$ cat config.mk
export PLATFORM = sky130hd
export DESIGN_NAME = pcr_top
export DESIGN_NICKNAME = d
export VERILOG_FILES = /design/src/pcr_pkg.sv /design/src/pcr_cull.sv /design/src/pcr_prescale.sv /design/src/pcr_top.sv
export SDC_FILE = /design/constraint.sdc
export NUM_CORES = 1
export LEC_CHECK = 0
export BUFFER_PORTS_ARGS = -buffer_cell sky130_fd_sc_hd__buf_2
export CAP_MARGIN = 20
export CORE_UTILIZATION = 65
export CTS_BUF_LIST = sky130_fd_sc_hd__clkbuf_4 sky130_fd_sc_hd__clkbuf_8
export CTS_CLUSTER_SIZE = 14
export DETAILED_ROUTE_END_ITERATION = 8
export PLACE_DENSITY = 0.84
export SYNTH_ARGS = -nofsm -noshare
export SYNTH_HDL_FRONTEND = slang
export SYNTH_SLANG_ARGS = --single-unit
$ cat constraint.sdc
create_clock -name clk -period 6.5 [get_ports clk]
set_input_delay 0.65 -clock clk [delete_from_list [all_inputs] [get_ports clk]]
set_output_delay 0.65 -clock clk [all_outputs]
set_load 0.01 [all_outputs]
$ cat src/pcr_pkg.sv
// package: register map, field layout, reset values and shared types of the pwm reload/sync block
`default_nettype none
package pcr_pkg;
  localparam logic [7:0] PCR_OFS_CYCLE   = 8'h00;
  localparam logic [7:0] PCR_OFS_TRIG    = 8'h04;
  localparam logic [7:0] PCR_OFS_PH2     = 8'h08;
  localparam logic [7:0] PCR_OFS_PH3     = 8'h0C;
  localparam logic [7:0] PCR_OFS_CULL    = 8'h10;
  localparam logic [7:0] PCR_OFS_SCMP0   = 8'h14;
  localparam logic [7:0] PCR_OFS_SCMP1   = 8'h18;
  localparam logic [7:0] PCR_OFS_MCTL0   = 8'h1C;
  localparam logic [7:0] PCR_OFS_MCTL1   = 8'h20;
  localparam logic [7:0] PCR_OFS_MOPT0   = 8'h24;
  localparam logic [7:0] PCR_OFS_SCTL0   = 8'h28;
  localparam logic [7:0] PCR_OFS_SCTL1   = 8'h2C;
  localparam logic [7:0] PCR_OFS_OUTCTL  = 8'h30;
  localparam logic [7:0] PCR_OFS_OPT2    = 8'h34;
  localparam logic [7:0] PCR_OFS_STATUS  = 8'h38;
  localparam logic [7:0] PCR_OFS_BCYCLE  = 8'h3C;
  localparam logic [7:0] PCR_OFS_BTRIG   = 8'h40;
  localparam logic [7:0] PCR_OFS_BPH2    = 8'h44;
  localparam logic [7:0] PCR_OFS_BPH3    = 8'h48;
  localparam logic [7:0] PCR_OFS_BCULL   = 8'h4C;
  localparam logic [7:0] PCR_OFS_BSCMP0  = 8'h50;
  localparam logic [7:0] PCR_OFS_BSCMP1  = 8'h54;
  localparam logic [7:0] PCR_OFS_MCNT    = 8'h58;
  localparam logic [7:0] PCR_OFS_SCNT    = 8'h5C;
  // field positions
  localparam int PCR_CE_BIT        = 7;  // count enable in control 0
  localparam int PCR_CMS_BIT       = 0;  // rewrite_mode_select in master option 0
  localparam int PCR_RDE_BIT       = 7;  // culled_transfer_enable in trigger select a
  localparam int PCR_SYE_BIT       = 7;  // slave_sync_enable in slave control 1
  localparam int PCR_ICE_BIT       = 7;  // crest_interrupt_enable in culling option
  localparam int PCR_IOE_BIT       = 6;  // valley_interrupt_enable in culling option
  localparam int PCR_OE0_BIT       = 0;  // positive_phase_output_enable
  localparam int PCR_OL0_BIT       = 1;  // positive_phase_level
  localparam int PCR_PRS_LSB       = 0;  // prescale select in control 0
  localparam int PCR_PRS_W         = 3;
  localparam int PCR_RATIO_W       = 5;  // culling_ratio_field
  // reset values
  localparam logic [15:0] PCR_CYCLE_RST = 16'hFFFF;
  localparam logic [15:0] PCR_CMP_RST   = 16'h0000;
  localparam logic [7:0]  PCR_BYTE_RST  = 8'h00;
  localparam logic [15:0] PCR_VALLEY_CNT = 16'h0001;
  localparam logic [15:0] PCR_SLAVE_START = 16'h0000;

  typedef struct packed {
    logic [15:0] cycle;
    logic [15:0] trig;
    logic [15:0] ph2;
    logic [15:0] ph3;
    logic [7:0]  cull;
    logic [15:0] scmp0;
    logic [15:0] scmp1;
  } pcr_bank_type;

  typedef struct packed {
    logic crest;
    logic valley;
    logic crest_kept;
    logic valley_kept;
    logic down;
  } pcr_evt_type;
endpackage
`default_nettype wire

$ cat src/pcr_cull.sv
// culling counter that thins crest and valley events into kept events
`default_nettype none
module pcr_cull
  import pcr_pkg::*;
#(
  parameter int RATIO_W = PCR_RATIO_W
) (
  input  wire logic               clk,
  input  wire logic               nrst,
  input  wire logic               crest,
  input  wire logic               valley,
  input  wire logic               crest_en,
  input  wire logic               valley_en,
  input  wire logic [RATIO_W-1:0] ratio,
  output logic                    crest_kept,
  output logic                    valley_kept
);
  if (RATIO_W < 1 || RATIO_W > 8) begin : g_bad_ratio
    $error("pcr_cull: RATIO_W out of range");
  end

  typedef struct packed {
    logic [RATIO_W-1:0] cnt;
  } pcr_cull_st_type;

  pcr_cull_st_type st_q, st_d;
  logic            hit;
  logic            pass;

  // counting enabled events only; a ratio of n keeps one of every n+1
  assign hit  = (crest && crest_en) || (valley && valley_en);
  assign pass = hit && (st_q.cnt == ratio);
  assign crest_kept  = pass && crest && crest_en;
  assign valley_kept = pass && valley && valley_en;

  always_comb begin
    st_d = st_q;
    if (hit) begin
      st_d.cnt = pass ? '0 : st_q.cnt + 1'b1;
    end
  end

  always_ff @(posedge clk or negedge nrst) begin
    if (!nrst) begin
      st_q <= '0;
    end else begin
      st_q <= st_d;
    end
  end
endmodule
`default_nettype wire

$ cat src/pcr_prescale.sv
// count tick generator from the master's operating clock selection, or the slave's while only the uncoupled slave runs
`default_nettype none
module pcr_prescale
  import pcr_pkg::*;
#(
  parameter int SEL_W = PCR_PRS_W
) (
  input  wire logic             clk,
  input  wire logic             nrst,
  input  wire logic             run,
  input  wire logic [SEL_W-1:0] sel,
  output logic                  tick
);
  if (SEL_W < 1 || SEL_W > 4) begin : g_bad_sel
    $error("pcr_prescale: SEL_W out of range");
  end

  typedef struct packed {
    logic [15:0] div;
  } pcr_prs_st_type;

  pcr_prs_st_type st_q, st_d;
  logic [15:0]    mask;

  // divide by 2**sel; one tick feeds both counters so they move on the same edge
  assign mask = 16'((32'h1 << sel) - 1);
  assign tick = run && ((st_q.div & mask) == 16'h0000);

  always_comb begin
    st_d = st_q;
    st_d.div = run ? st_q.div + 16'h0001 : 16'h0000;
  end

  always_ff @(posedge clk or negedge nrst) begin
    if (!nrst) begin
      st_q <= '0;
    end else begin
      st_q <= st_d;
    end
  end
endmodule
`default_nettype wire

$ cat src/pcr_top.sv
// three-phase pwm master/slave timer core: batch reload of compares and slave coupling, apb registers
//
// Our own choices: register access over APB and the register addresses.
`default_nettype none
module pcr_top
  import pcr_pkg::*;
(
  input  wire logic        clk,
  input  wire logic        nrst,
  input  wire logic        psel,
  input  wire logic        penable,
  input  wire logic        pwrite,
  input  wire logic [7:0]  paddr,
  input  wire logic [31:0] pwdata,
  output logic             pready,
  output logic             pslverr,
  output logic [31:0]      prdata,
  output logic [2:0]       pwm_pos,
  output logic             crest_interrupt,
  output logic             valley_interrupt,
  output logic             slave_match_interrupt_0,
  output logic             slave_match_interrupt_1
);
  ////////////////////////////////////////////////////////////////////////////
  typedef struct packed {
    pcr_bank_type wr;      // software-visible buffered registers
    pcr_bank_type buf_;    // internal compare buffers
    logic         req;     // transfer request flag
    logic [7:0]   mctl0;
    logic [7:0]   mctl1;
    logic [7:0]   mopt0;
    logic [7:0]   sctl0;
    logic [7:0]   sctl1;
    logic [7:0]   outctl;
    logic [7:0]   opt2;
    logic [15:0]  mcnt;
    logic         down;
    logic [15:0]  scnt;
    logic [2:0]   pwm;
    logic         scc0;
    logic         scc1;
    logic [31:0]  rdata;
  } pcr_st_type;

  pcr_st_type st_q, st_d;

  logic        wr_en;
  logic        rd_en;
  logic        mapped;
  logic        m_run;
  logic        s_run;
  logic        coupled;
  logic        batch;
  logic        culled;
  logic        tick;
  logic        pos_ok;
  logic        crest_raw;
  logic        valley_raw;
  logic        crest_kept;
  logic        valley_kept;
  logic        xfer_evt;
  logic [15:0] wval;

  ////////////////////////////////////////////////////////////////////////////
  // apb: zero wait states, unmapped addresses answer with pslverr
  assign pready  = 1'b1;
  assign wr_en   = psel && penable && pwrite;
  assign rd_en   = psel && !penable && !pwrite;
  assign wval    = pwdata[15:0];
  assign prdata  = st_q.rdata;
  assign pslverr = psel && penable && !mapped;

  always_comb begin
    unique case (paddr)
      PCR_OFS_CYCLE, PCR_OFS_TRIG, PCR_OFS_PH2, PCR_OFS_PH3, PCR_OFS_CULL,
      PCR_OFS_SCMP0, PCR_OFS_SCMP1, PCR_OFS_MCTL0, PCR_OFS_MCTL1, PCR_OFS_MOPT0,
      PCR_OFS_SCTL0, PCR_OFS_SCTL1, PCR_OFS_OUTCTL, PCR_OFS_OPT2, PCR_OFS_STATUS,
      PCR_OFS_BCYCLE, PCR_OFS_BTRIG, PCR_OFS_BPH2, PCR_OFS_BPH3, PCR_OFS_BCULL,
      PCR_OFS_BSCMP0, PCR_OFS_BSCMP1, PCR_OFS_MCNT, PCR_OFS_SCNT: mapped = 1'b1;
      default: mapped = 1'b0;
    endcase
  end

  ////////////////////////////////////////////////////////////////////////////
  // mode decode
  assign m_run   = st_q.mctl0[PCR_CE_BIT];
  assign coupled = st_q.sctl1[PCR_SYE_BIT];
  assign s_run   = st_q.sctl0[PCR_CE_BIT];
  assign batch   = !st_q.mopt0[PCR_CMS_BIT];
  assign culled  = batch && st_q.opt2[PCR_RDE_BIT];
  // crest and valley detection rides on the positive phase output path
  assign pos_ok  = st_q.outctl[PCR_OE0_BIT] && !st_q.outctl[PCR_OL0_BIT];

  // the counter passes both values on the way up and down; only the turning points count
  assign crest_raw  = m_run && pos_ok && tick && !st_q.down && (st_q.mcnt == st_q.buf_.cycle);
  assign valley_raw = m_run && pos_ok && tick && st_q.down && (st_q.mcnt == PCR_VALLEY_CNT);

  // slave runs on the master's selection while coupled; its own selection is ignored
  pcr_prescale #(
    .SEL_W (PCR_PRS_W)
  ) u_prs (
    .clk  (clk),
    .nrst (nrst),
    .run  (m_run || (s_run && !coupled)),
    .sel  (coupled ? st_q.mctl0[PCR_PRS_LSB +: PCR_PRS_W]
                   : (m_run ? st_q.mctl0[PCR_PRS_LSB +: PCR_PRS_W]
                            : st_q.sctl0[PCR_PRS_LSB +: PCR_PRS_W])),
    .tick (tick)
  );

  pcr_cull #(
    .RATIO_W (PCR_RATIO_W)
  ) u_cull (
    .clk         (clk),
    .nrst        (nrst),
    .crest       (crest_raw),
    .valley      (valley_raw),
    .crest_en    (st_q.buf_.cull[PCR_ICE_BIT]),
    .valley_en   (st_q.buf_.cull[PCR_IOE_BIT]),
    .ratio       (st_q.buf_.cull[PCR_RATIO_W-1:0]),
    .crest_kept  (crest_kept),
    .valley_kept (valley_kept)
  );

  // plain batch mode uses every crest and valley; culled mode only the kept ones
  assign xfer_evt = culled ? (crest_kept || valley_kept) : (crest_raw || valley_raw);

  assign crest_interrupt         = crest_kept;
  assign valley_interrupt        = valley_kept;
  assign slave_match_interrupt_0 = st_q.scc0;
  assign slave_match_interrupt_1 = st_q.scc1;
  assign pwm_pos                 = st_q.pwm;

  ////////////////////////////////////////////////////////////////////////////
  always_comb begin
    st_d = st_q;
    st_d.scc0 = 1'b0;
    st_d.scc1 = 1'b0;

    // register writes
    if (wr_en) begin
      unique case (paddr)
        PCR_OFS_CYCLE:  st_d.wr.cycle = wval;
        PCR_OFS_TRIG:   st_d.wr.trig  = wval;
        PCR_OFS_PH2:    st_d.wr.ph2   = wval;
        PCR_OFS_PH3:    st_d.wr.ph3   = wval;
        PCR_OFS_CULL:   st_d.wr.cull  = pwdata[7:0];
        PCR_OFS_SCMP0:  st_d.wr.scmp0 = wval;
        PCR_OFS_SCMP1:  st_d.wr.scmp1 = wval;
        PCR_OFS_MCTL0:  st_d.mctl0    = pwdata[7:0];
        PCR_OFS_MCTL1:  st_d.mctl1    = pwdata[7:0];
        PCR_OFS_MOPT0:  st_d.mopt0    = pwdata[7:0];
        PCR_OFS_SCTL0:  st_d.sctl0    = pwdata[7:0];
        PCR_OFS_SCTL1:  st_d.sctl1    = pwdata[7:0];
        PCR_OFS_OUTCTL: st_d.outctl   = pwdata[7:0];
        PCR_OFS_OPT2:   st_d.opt2     = pwdata[7:0];
        default: ;
      endcase
    end

    // anytime mode: buffers follow writes at once; an independent slave always does
    if (!batch) begin
      st_d.buf_ = st_d.wr;
    end else if (!coupled) begin
      st_d.buf_.scmp0 = st_d.wr.scmp0;
      st_d.buf_.scmp1 = st_d.wr.scmp1;
    end

    // batch request and transfer; a new trigger write in the transfer cycle stays pending
    if (batch && st_q.req && xfer_evt) begin
      st_d.buf_ = st_q.wr;
      if (!coupled) begin
        st_d.buf_.scmp0 = st_d.wr.scmp0;
        st_d.buf_.scmp1 = st_d.wr.scmp1;
      end
      st_d.req = 1'b0;
    end
    // otherwise the flag and buffers just wait
    if (wr_en && paddr == PCR_OFS_TRIG && batch) begin
      st_d.req = 1'b1;
    end
    if (st_d.mopt0[PCR_CMS_BIT]) begin
      st_d.req = 1'b0;
    end

    // master up/down counter: 0 .. cycle up, cycle+1 .. 1 down
    if (!m_run) begin
      st_d.mcnt = PCR_SLAVE_START;
      st_d.down = 1'b0;
    end else if (tick) begin
      if (!st_q.down) begin
        if (st_q.mcnt == st_q.buf_.cycle) begin
          st_d.down = 1'b1;
          st_d.mcnt = st_q.mcnt + 16'h0001;
        end else begin
          st_d.mcnt = st_q.mcnt + 16'h0001;
        end
      end else begin
        if (st_q.mcnt == PCR_VALLEY_CNT) begin
          st_d.down = 1'b0;
          st_d.mcnt = PCR_SLAVE_START;
        end else begin
          st_d.mcnt = st_q.mcnt - 16'h0001;
        end
      end
    end

    // slave counter: up only, cleared at the cycle value while coupled, both directions of master
    if (!s_run) begin
      st_d.scnt = PCR_SLAVE_START;
    end else if (tick && (m_run || !coupled)) begin
      if (coupled && st_q.scnt == st_q.buf_.cycle) begin
        st_d.scnt = PCR_SLAVE_START;
      end else begin
        st_d.scnt = st_q.scnt + 16'h0001;
      end
      st_d.scc0 = (st_q.scnt == st_q.buf_.scmp0);
      st_d.scc1 = (st_q.scnt == st_q.buf_.scmp1);
    end

    // triangular compare outputs: high while counter is below the phase value; output 0 only while the positive phase output is on
    st_d.pwm[0] = m_run && pos_ok && (st_q.mcnt < st_q.buf_.trig);
    st_d.pwm[1] = m_run && (st_q.mcnt < st_q.buf_.ph2);
    st_d.pwm[2] = m_run && (st_q.mcnt < st_q.buf_.ph3);

    // read data captured in setup so it stands through the access phase
    if (rd_en) begin
      unique case (paddr)
        PCR_OFS_CYCLE:  st_d.rdata = {16'h0000, st_q.wr.cycle};
        PCR_OFS_TRIG:   st_d.rdata = {16'h0000, st_q.wr.trig};
        PCR_OFS_PH2:    st_d.rdata = {16'h0000, st_q.wr.ph2};
        PCR_OFS_PH3:    st_d.rdata = {16'h0000, st_q.wr.ph3};
        PCR_OFS_CULL:   st_d.rdata = {24'h000000, st_q.wr.cull};
        PCR_OFS_SCMP0:  st_d.rdata = {16'h0000, st_q.wr.scmp0};
        PCR_OFS_SCMP1:  st_d.rdata = {16'h0000, st_q.wr.scmp1};
        PCR_OFS_MCTL0:  st_d.rdata = {24'h000000, st_q.mctl0};
        PCR_OFS_MCTL1:  st_d.rdata = {24'h000000, st_q.mctl1};
        PCR_OFS_MOPT0:  st_d.rdata = {24'h000000, st_q.mopt0};
        PCR_OFS_SCTL0:  st_d.rdata = {24'h000000, st_q.sctl0};
        PCR_OFS_SCTL1:  st_d.rdata = {24'h000000, st_q.sctl1};
        PCR_OFS_OUTCTL: st_d.rdata = {24'h000000, st_q.outctl};
        PCR_OFS_OPT2:   st_d.rdata = {24'h000000, st_q.opt2};
        PCR_OFS_STATUS: st_d.rdata = {28'h0000000, culled, coupled, st_q.down, st_q.req};
        PCR_OFS_BCYCLE: st_d.rdata = {16'h0000, st_q.buf_.cycle};
        PCR_OFS_BTRIG:  st_d.rdata = {16'h0000, st_q.buf_.trig};
        PCR_OFS_BPH2:   st_d.rdata = {16'h0000, st_q.buf_.ph2};
        PCR_OFS_BPH3:   st_d.rdata = {16'h0000, st_q.buf_.ph3};
        PCR_OFS_BCULL:  st_d.rdata = {24'h000000, st_q.buf_.cull};
        PCR_OFS_BSCMP0: st_d.rdata = {16'h0000, st_q.buf_.scmp0};
        PCR_OFS_BSCMP1: st_d.rdata = {16'h0000, st_q.buf_.scmp1};
        PCR_OFS_MCNT:   st_d.rdata = {16'h0000, st_q.mcnt};
        PCR_OFS_SCNT:   st_d.rdata = {16'h0000, st_q.scnt};
        default:        st_d.rdata = 32'h00000000;
      endcase
    end
  end

  ////////////////////////////////////////////////////////////////////////////
  always_ff @(posedge clk or negedge nrst) begin
    if (!nrst) begin
      st_q            <= '0;
      st_q.wr.cycle   <= PCR_CYCLE_RST;
      st_q.buf_.cycle <= PCR_CYCLE_RST;
      st_q.mopt0      <= PCR_BYTE_RST;
    end else begin
      st_q <= st_d;
    end
  end
endmodule
`default_nettype wire

Yosys cells after proc, flatten, opt, wreduce, memory -nomap -nowiden:

Cells that the tools add are included.

* $add $sub $neg: 6
* magnitude comparators: 3
* equal/unequal tests: 32
* shift operators: 1
* muxes and demuxes: 39
* bitwise logic cells: 1
* reductions and logical operators: 55

Operators with widths (count)
* $pmux W16 S24: 1
* $mux W16: 11
* $mux W105: 1
* $mux W104: 1
* $mux W32: 3
* $mux W72: 1
* $eq A16 B16 Y1: 4
* $eq A8 B6 Y1 const B: 8
* $eq A8 B7 Y1 const B: 8
* $mux W17: 3
* $add A16 B1 Y16 const B: 3
* $lt A16 B16 Y1: 3
* $mux W8: 5
* $mux W33: 1
* $eq A8 B5 Y1 const B: 4
* $sub A16 B1 Y16 const B: 2
* $logic_and A1 B1 Y1: 31
* $reduce_or A24 Y1: 1
* $and A16 B16 Y16: 1
* $eq A16 B1 Y1 const B: 1
* $eq A8 B4 Y1 const B: 2
* $logic_not A16 Y1: 1
* $shl A1 B3 Y16 const A: 1
* $reduce_and A2 Y1: 7
* 14 further kinds: 33

* bits in registers: 356
* input port bits: 45

Longest topological paths before layout:

* depth in word-level cells: 21
* depth in mapped cells: 15

Cells and area by module:

Synthesis repeated with hierarchy kept, for this count alone.

* cells, all modules: 1909
* area, all modules: 19648.8 sq um

By module, submodules not included
* pcr_top: times used 1, cells each 1762, area an instance 18330.1 sq um, seq. area each 8022.7 sq um
* pcr_prescale: times used 1, cells each 106, area an instance 968.4 sq um, seq. area each 400.4 sq um
* pcr_cull: times used 1, cells each 41, area an instance 350.3 sq um, seq. area each 125.1 sq um

Least setup slack after synthesis:

OpenSTA, ideal clock, no wires.

* kind: register to output
* from: register st_q, in the netlist m_run
* to: output crest_interrupt
* arrival: 3.134 ns
* data required time: 5.850 ns
* slack: 2.716 ns
* cell stages (with the launch flop): 14
* path through: dfrtp_1 buf_6 or4_1 o31ai_1 nand2_1 ha_1 o221ai_1 a311oi_1 nand4_1 buf_2 nor3_2 clkbuf_1 nand2_1 nor2_1

* longest elaborated chain between the ends: 15
* elaborated cells on any way between the ends: 20
* classes of those cells: 1 x add/sub; 1 x shift; 2 x mux; 1 x bitwise; 15 x reduce/logical

Ends and longest elaborated chain
* start: declaration: RTL line pcr_top.sv:45 `pcr_st_type st_q, st_d;`
* start signal: assignment: RTL line pcr_top.sv:266 `st_q <= st_d;`
* $mux W3: RTL line pcr_top.sv:106 `: (m_run ? st_q.mctl0[PCR_PRS_LSB +: PCR_PRS_W]`
* $mux W3: RTL line pcr_top.sv:105 `.sel (coupled ? st_q.mctl0[PCR_PRS_LSB +: PCR_PRS_W]`
* $shl A1 B3 Y16: RTL line pcr_prescale.sv:26 `assign mask = 16'((32'h1 << sel) - 1);`
* $sub A16 B1 Y16: RTL line pcr_prescale.sv:26
* $and A16 B16 Y16: RTL line pcr_prescale.sv:27 `assign tick = run && ((st_q.div & mask) == 16'h0000);`
* $logic_not A16 Y1: RTL line pcr_prescale.sv:27
* $logic_and A1 B1 Y1: RTL line pcr_prescale.sv:27
* $logic_and A1 B1 Y1 (*): RTL line pcr_top.sv:95, pcr_top.sv:96
* $logic_and A1 B1 Y1, on equally long branches (2 in a row): RTL line pcr_top.sv:95, pcr_top.sv:96
* $logic_and A1 B1 Y1: RTL line pcr_cull.sv:31 `assign hit = (crest && crest_en) || (valley && valley_en);`
* $logic_or A1 B1 Y1: RTL line pcr_cull.sv:31
* $logic_and A1 B1 Y1: RTL line pcr_cull.sv:32 `assign pass = hit && (st_q.cnt == ratio);`
* $logic_and A1 B1 Y1 (*) (2 in a row): RTL line pcr_cull.sv:33 `assign crest_kept = pass && crest && crest_en;`
* end: declaration: RTL line pcr_top.sv:19 `output logic crest_interrupt,`

Mark *: on every way between the ends. The rest lies on a longest branch, timed or not.

Worst setup path after layout:

* from: register st_q, in the netlist m_run
* to: output valley_interrupt

* longest elaborated chain between the ends: 15
* elaborated cells on any way between the ends: 20
* classes of those cells: 1 x add/sub; 1 x shift; 2 x mux; 1 x bitwise; 15 x reduce/logical

Ends and longest elaborated chain
* $mux W3: RTL line pcr_top.sv:106
* $mux W3: RTL line pcr_top.sv:105
* $shl A1 B3 Y16: RTL line pcr_prescale.sv:26
* $sub A16 B1 Y16: RTL line pcr_prescale.sv:26
* $and A16 B16 Y16: RTL line pcr_prescale.sv:27
* $logic_not A16 Y1: RTL line pcr_prescale.sv:27
* $logic_and A1 B1 Y1: RTL line pcr_prescale.sv:27
* $logic_and A1 B1 Y1 (*): RTL line pcr_top.sv:95, pcr_top.sv:96
* $logic_and A1 B1 Y1, on equally long branches (2 in a row): RTL line pcr_top.sv:95, pcr_top.sv:96
* $logic_and A1 B1 Y1: RTL line pcr_cull.sv:31
* $logic_or A1 B1 Y1: RTL line pcr_cull.sv:31
* $logic_and A1 B1 Y1: RTL line pcr_cull.sv:32
* $logic_and A1 B1 Y1 (*) (2 in a row): RTL line pcr_cull.sv:34 `assign valley_kept = pass && valley && valley_en;`
* end: declaration: RTL line pcr_top.sv:20 `output logic valley_interrupt,`

Marks and branches as above.

==> summary.md <==
| Metric | Value |
|---|---|
| Status | finished, final reports clean |
| Worst slew pin tran | 1.27 ns |
| Total chip power | 4.98 mW |
| Clock power share | 40.1% |
| Drt total wl | 64,800 um |
| CTS clk-pin slew, worst paths | 0.06 ns |
| Switching Fraction | 27.8% |
| Final number of max-transition violations | 0 |
| Post-CTS Hold Buffers | 0 |
| Via density | 7.35 |
| HPWL after DPL | 43,200 um |
| Worst rel slew slack | 15.5% |
| CTS tree | yes |
| CP required | 5.85 ns |
| Drt first pass iters | 9 |
| Crit path kind | flip-flop to primary output |
| Power share of the sequential group | 49.6% |
| GP Congestion | 0.990 |
| Setup Skew | 0.0314 ns |
| Antenna violations before repair | 3 |
| Sw power | 1.38 mW |
| Most instantiated cells after synthesis | 308 x dfrtp_1, 168 x nand2_1, 158 x mux2_2 |
| First-pass GRT wire length | 98,700 um |
| Vias in the first global route | 16,689 |
| Post-synthesis sequential area ratio | 44.5% |
| Final nets | 1,991 |
| Largest net degree at the start of global routing | 124 |
| Critical Path AT | 3.87 ns |
| Crit path max fanout | 21 |
| Mapped cell area | 0.0192 mm^2 |
| Syn Area/Cell | 10.1 um^2 |
| Crit. End Element | primary output |
| Final Setup Violations | 0 |
| Logic pwr share | 10.3% |
| Fin crit period | 4.52 ns |
| Crit. Startpoint | m_run |
| Worst reg-to-reg setup slack | 2.12 ns |
| Antenna Violating Nets Remaining | 0 |
| Unique masters post-synth | 82 |
| Int Pwr | 3.60 mW |
| Max-cap violations | 0 |
| Top FF cell, synth | dfrtp_1 |
| Yosys warns | 0 |
| Area grow syn2layout | 7.53% |
| Hold Crit Class | primary input to asynchronous set/reset pin |
| Post-Synthesis Cells | 1,909 |
| R2R Path End | st_q[196] |
| Longest Clk Path Bufs | 3 |
| Final Hold Fails | 0 |
| Vias | 17,096 |
| Share of layout cells above drive strength 1 | 21.2% |
| Final core utilization | 71.5% |
| R2r startpoint | st_q[62] |
| Post-synth ARST share | 100% |
| Synth area leader | dfrtp_1 |
| Top cell type's share of synthesized area | 40.1% |
| Core area | 0.0289 mm^2 |
| Part of the cycle the worst path needs | 69.5% |
| Clock latency on the worst-skew pair | 0.60 ns |
| Overflow after GRT | 0 |
| VDD IR-drop max | 0.190 mV |
| Cells resized by post-CTS repair | 0 |
| Root buf cell | clkbuf_8 |
| Setup bufs post-CTS | 0 |
| TritonCTS Sinks | 340 |
| WL/cell | 27.8 um |
| GRT Total Usage | 43.0% |
| Final instance area | 0.0206 mm^2 |
| I/O Buffers | 52 |
| Placed cell area | 0.0194 mm^2 |
| Post-synth EDFFs | 0 |
| Initial Util | 66.5% |
| FP Rows | 62 |
| Leak | 9.56 nW |
| Number of synthesized register bits | 340 |
| I/O pin count | 86 |
| TNS Setup | 0 ns |
| Crit path launch type | flip-flop |
| Die width | 174 um |
| Detailed Route Iter0 Violations | 2,647 |
| Die Area | 0.0302 mm^2 |
| RSZ-0062 raised after global routing | false |
| Fmax | 0.221 GHz |
| Most frequent cell after synthesis | dfrtp_1 |
| Cts bufs inserted | 55 |
| Top post-synthesis cells by area | dfrtp_1 40%, mux2_2 9.3%, dfstp_2 4.4% |
| DRC Markers | 0 |
| Reg2Reg Depth | 8 |
| H-tree depth | 2 |
| Die H | 174 um |
| PwrDens | 241 mW/mm^2 |
cells by family (layout without fill, tap and decap cells):
logic type,Yosys count,count (layout),synth area share (%)
and+or+nand+nor,536,536,14.1
AOI/OAI and AO/OA,470,470,18.3
DFF,340,340,44.5
buffers and inverters,264,280,6.33
muxes,162,162,9.49
xor gates and xnor gates,82,82,3.74
adders and majority gates,53,53,3.45
other,2,18,0.0391
area by class of cell:
class	count	area, um^2
multi-input cells	1320	9540
flip-flops and latches	340	8550
fillers	2105	8210
clock buffers	96	1150
repair buffers	85	532
well taps	384	480
inverters	91	342
clock inverters	8	46.3
diodes	1	2.50
placed cells by master, fill, tap and decap left out, types with 41 or more instances in the layout:
master and instances:
dfrtp_1 307, mux2_2 158, nand2_1 168, nor2_1 67, xor2_1 55, clkbuf_8 69
a22oi_1 86, o21ai_0 52, nand3_1 102, ha_1 53, a21oi_1 41, inv_1 90
buf_2 51, o211ai_1 75
sequential cells by signal, indices dropped and copies added, names as in the netlist:
signal / flops
u_cull.st_q: 5
s_run: 1
coupled: 1
m_run: 1
slave_match_interrupt_1: 1
prdata: 16
pwm_pos: 3
u_prs.st_q: 16
st_q: 295
slave_match_interrupt_0: 1
layer usage:
layer	up-vias	wire, um	global-route usage, %
li1	7006	-	-
met1	8391	23600	58.3
met2	1398	27100	61.3
met3	301	10700	15.5
met4	0	3410	20.7
met5	-	0	0
critical path, stage by stage, from the launching register on:
cell	delay, ns
dfrtp_1	0.70
nor3b_1	0.55
a2bb2oi_1	0.33
inv_1	0.08
ha_1	0.27
o221ai_1	0.10
a311oi_1	0.30
nand4_1	0.14
buf_4	0.24
nor3_4	0.14
nand2_1	0.09
nor2_1	0.17
buf_2	0.15
power groups by stage:
stage | combinational (mW) | sequential [mW] | clock [mW]
4_1_cts | 0.500 | 2.45 | 1.99
5_1_grt | 0.560 | 2.47 | 2.10
3_5_place_dp | 0.497 | 2.49 | 0
2_1_floorplan | 0.340 | 2.41 | 0
6_report | 0.513 | 2.47 | 2.00
3_3_place_gp | 0.470 | 2.48 | 0
worst max-delay path by stage:
stage                       endpoint  slack [ns]  depth (start not counted)
floorplan            crest_interrupt        2.72                         13
global placement           st_q[164]        2.40                         12
detailed placement         st_q[180]        2.30                         12
CTS                 valley_interrupt        2.02                         12
global route        valley_interrupt        1.54                         12
finish              valley_interrupt        1.98                         12
through the flow:
step	hold slack, ns	worst slack [ns]	std cells
2_1_floorplan	0.354	2.72	1924
3_3_place_gp	0.457	2.40	2217
3_5_place_dp	0.466	2.30	2218
4_1_cts	0.150	2.02	2322
5_1_grt	0.171	1.54	2325
6_report	0.115	1.98	2325
No activity file was read; power rests on OpenSTA's default activity.
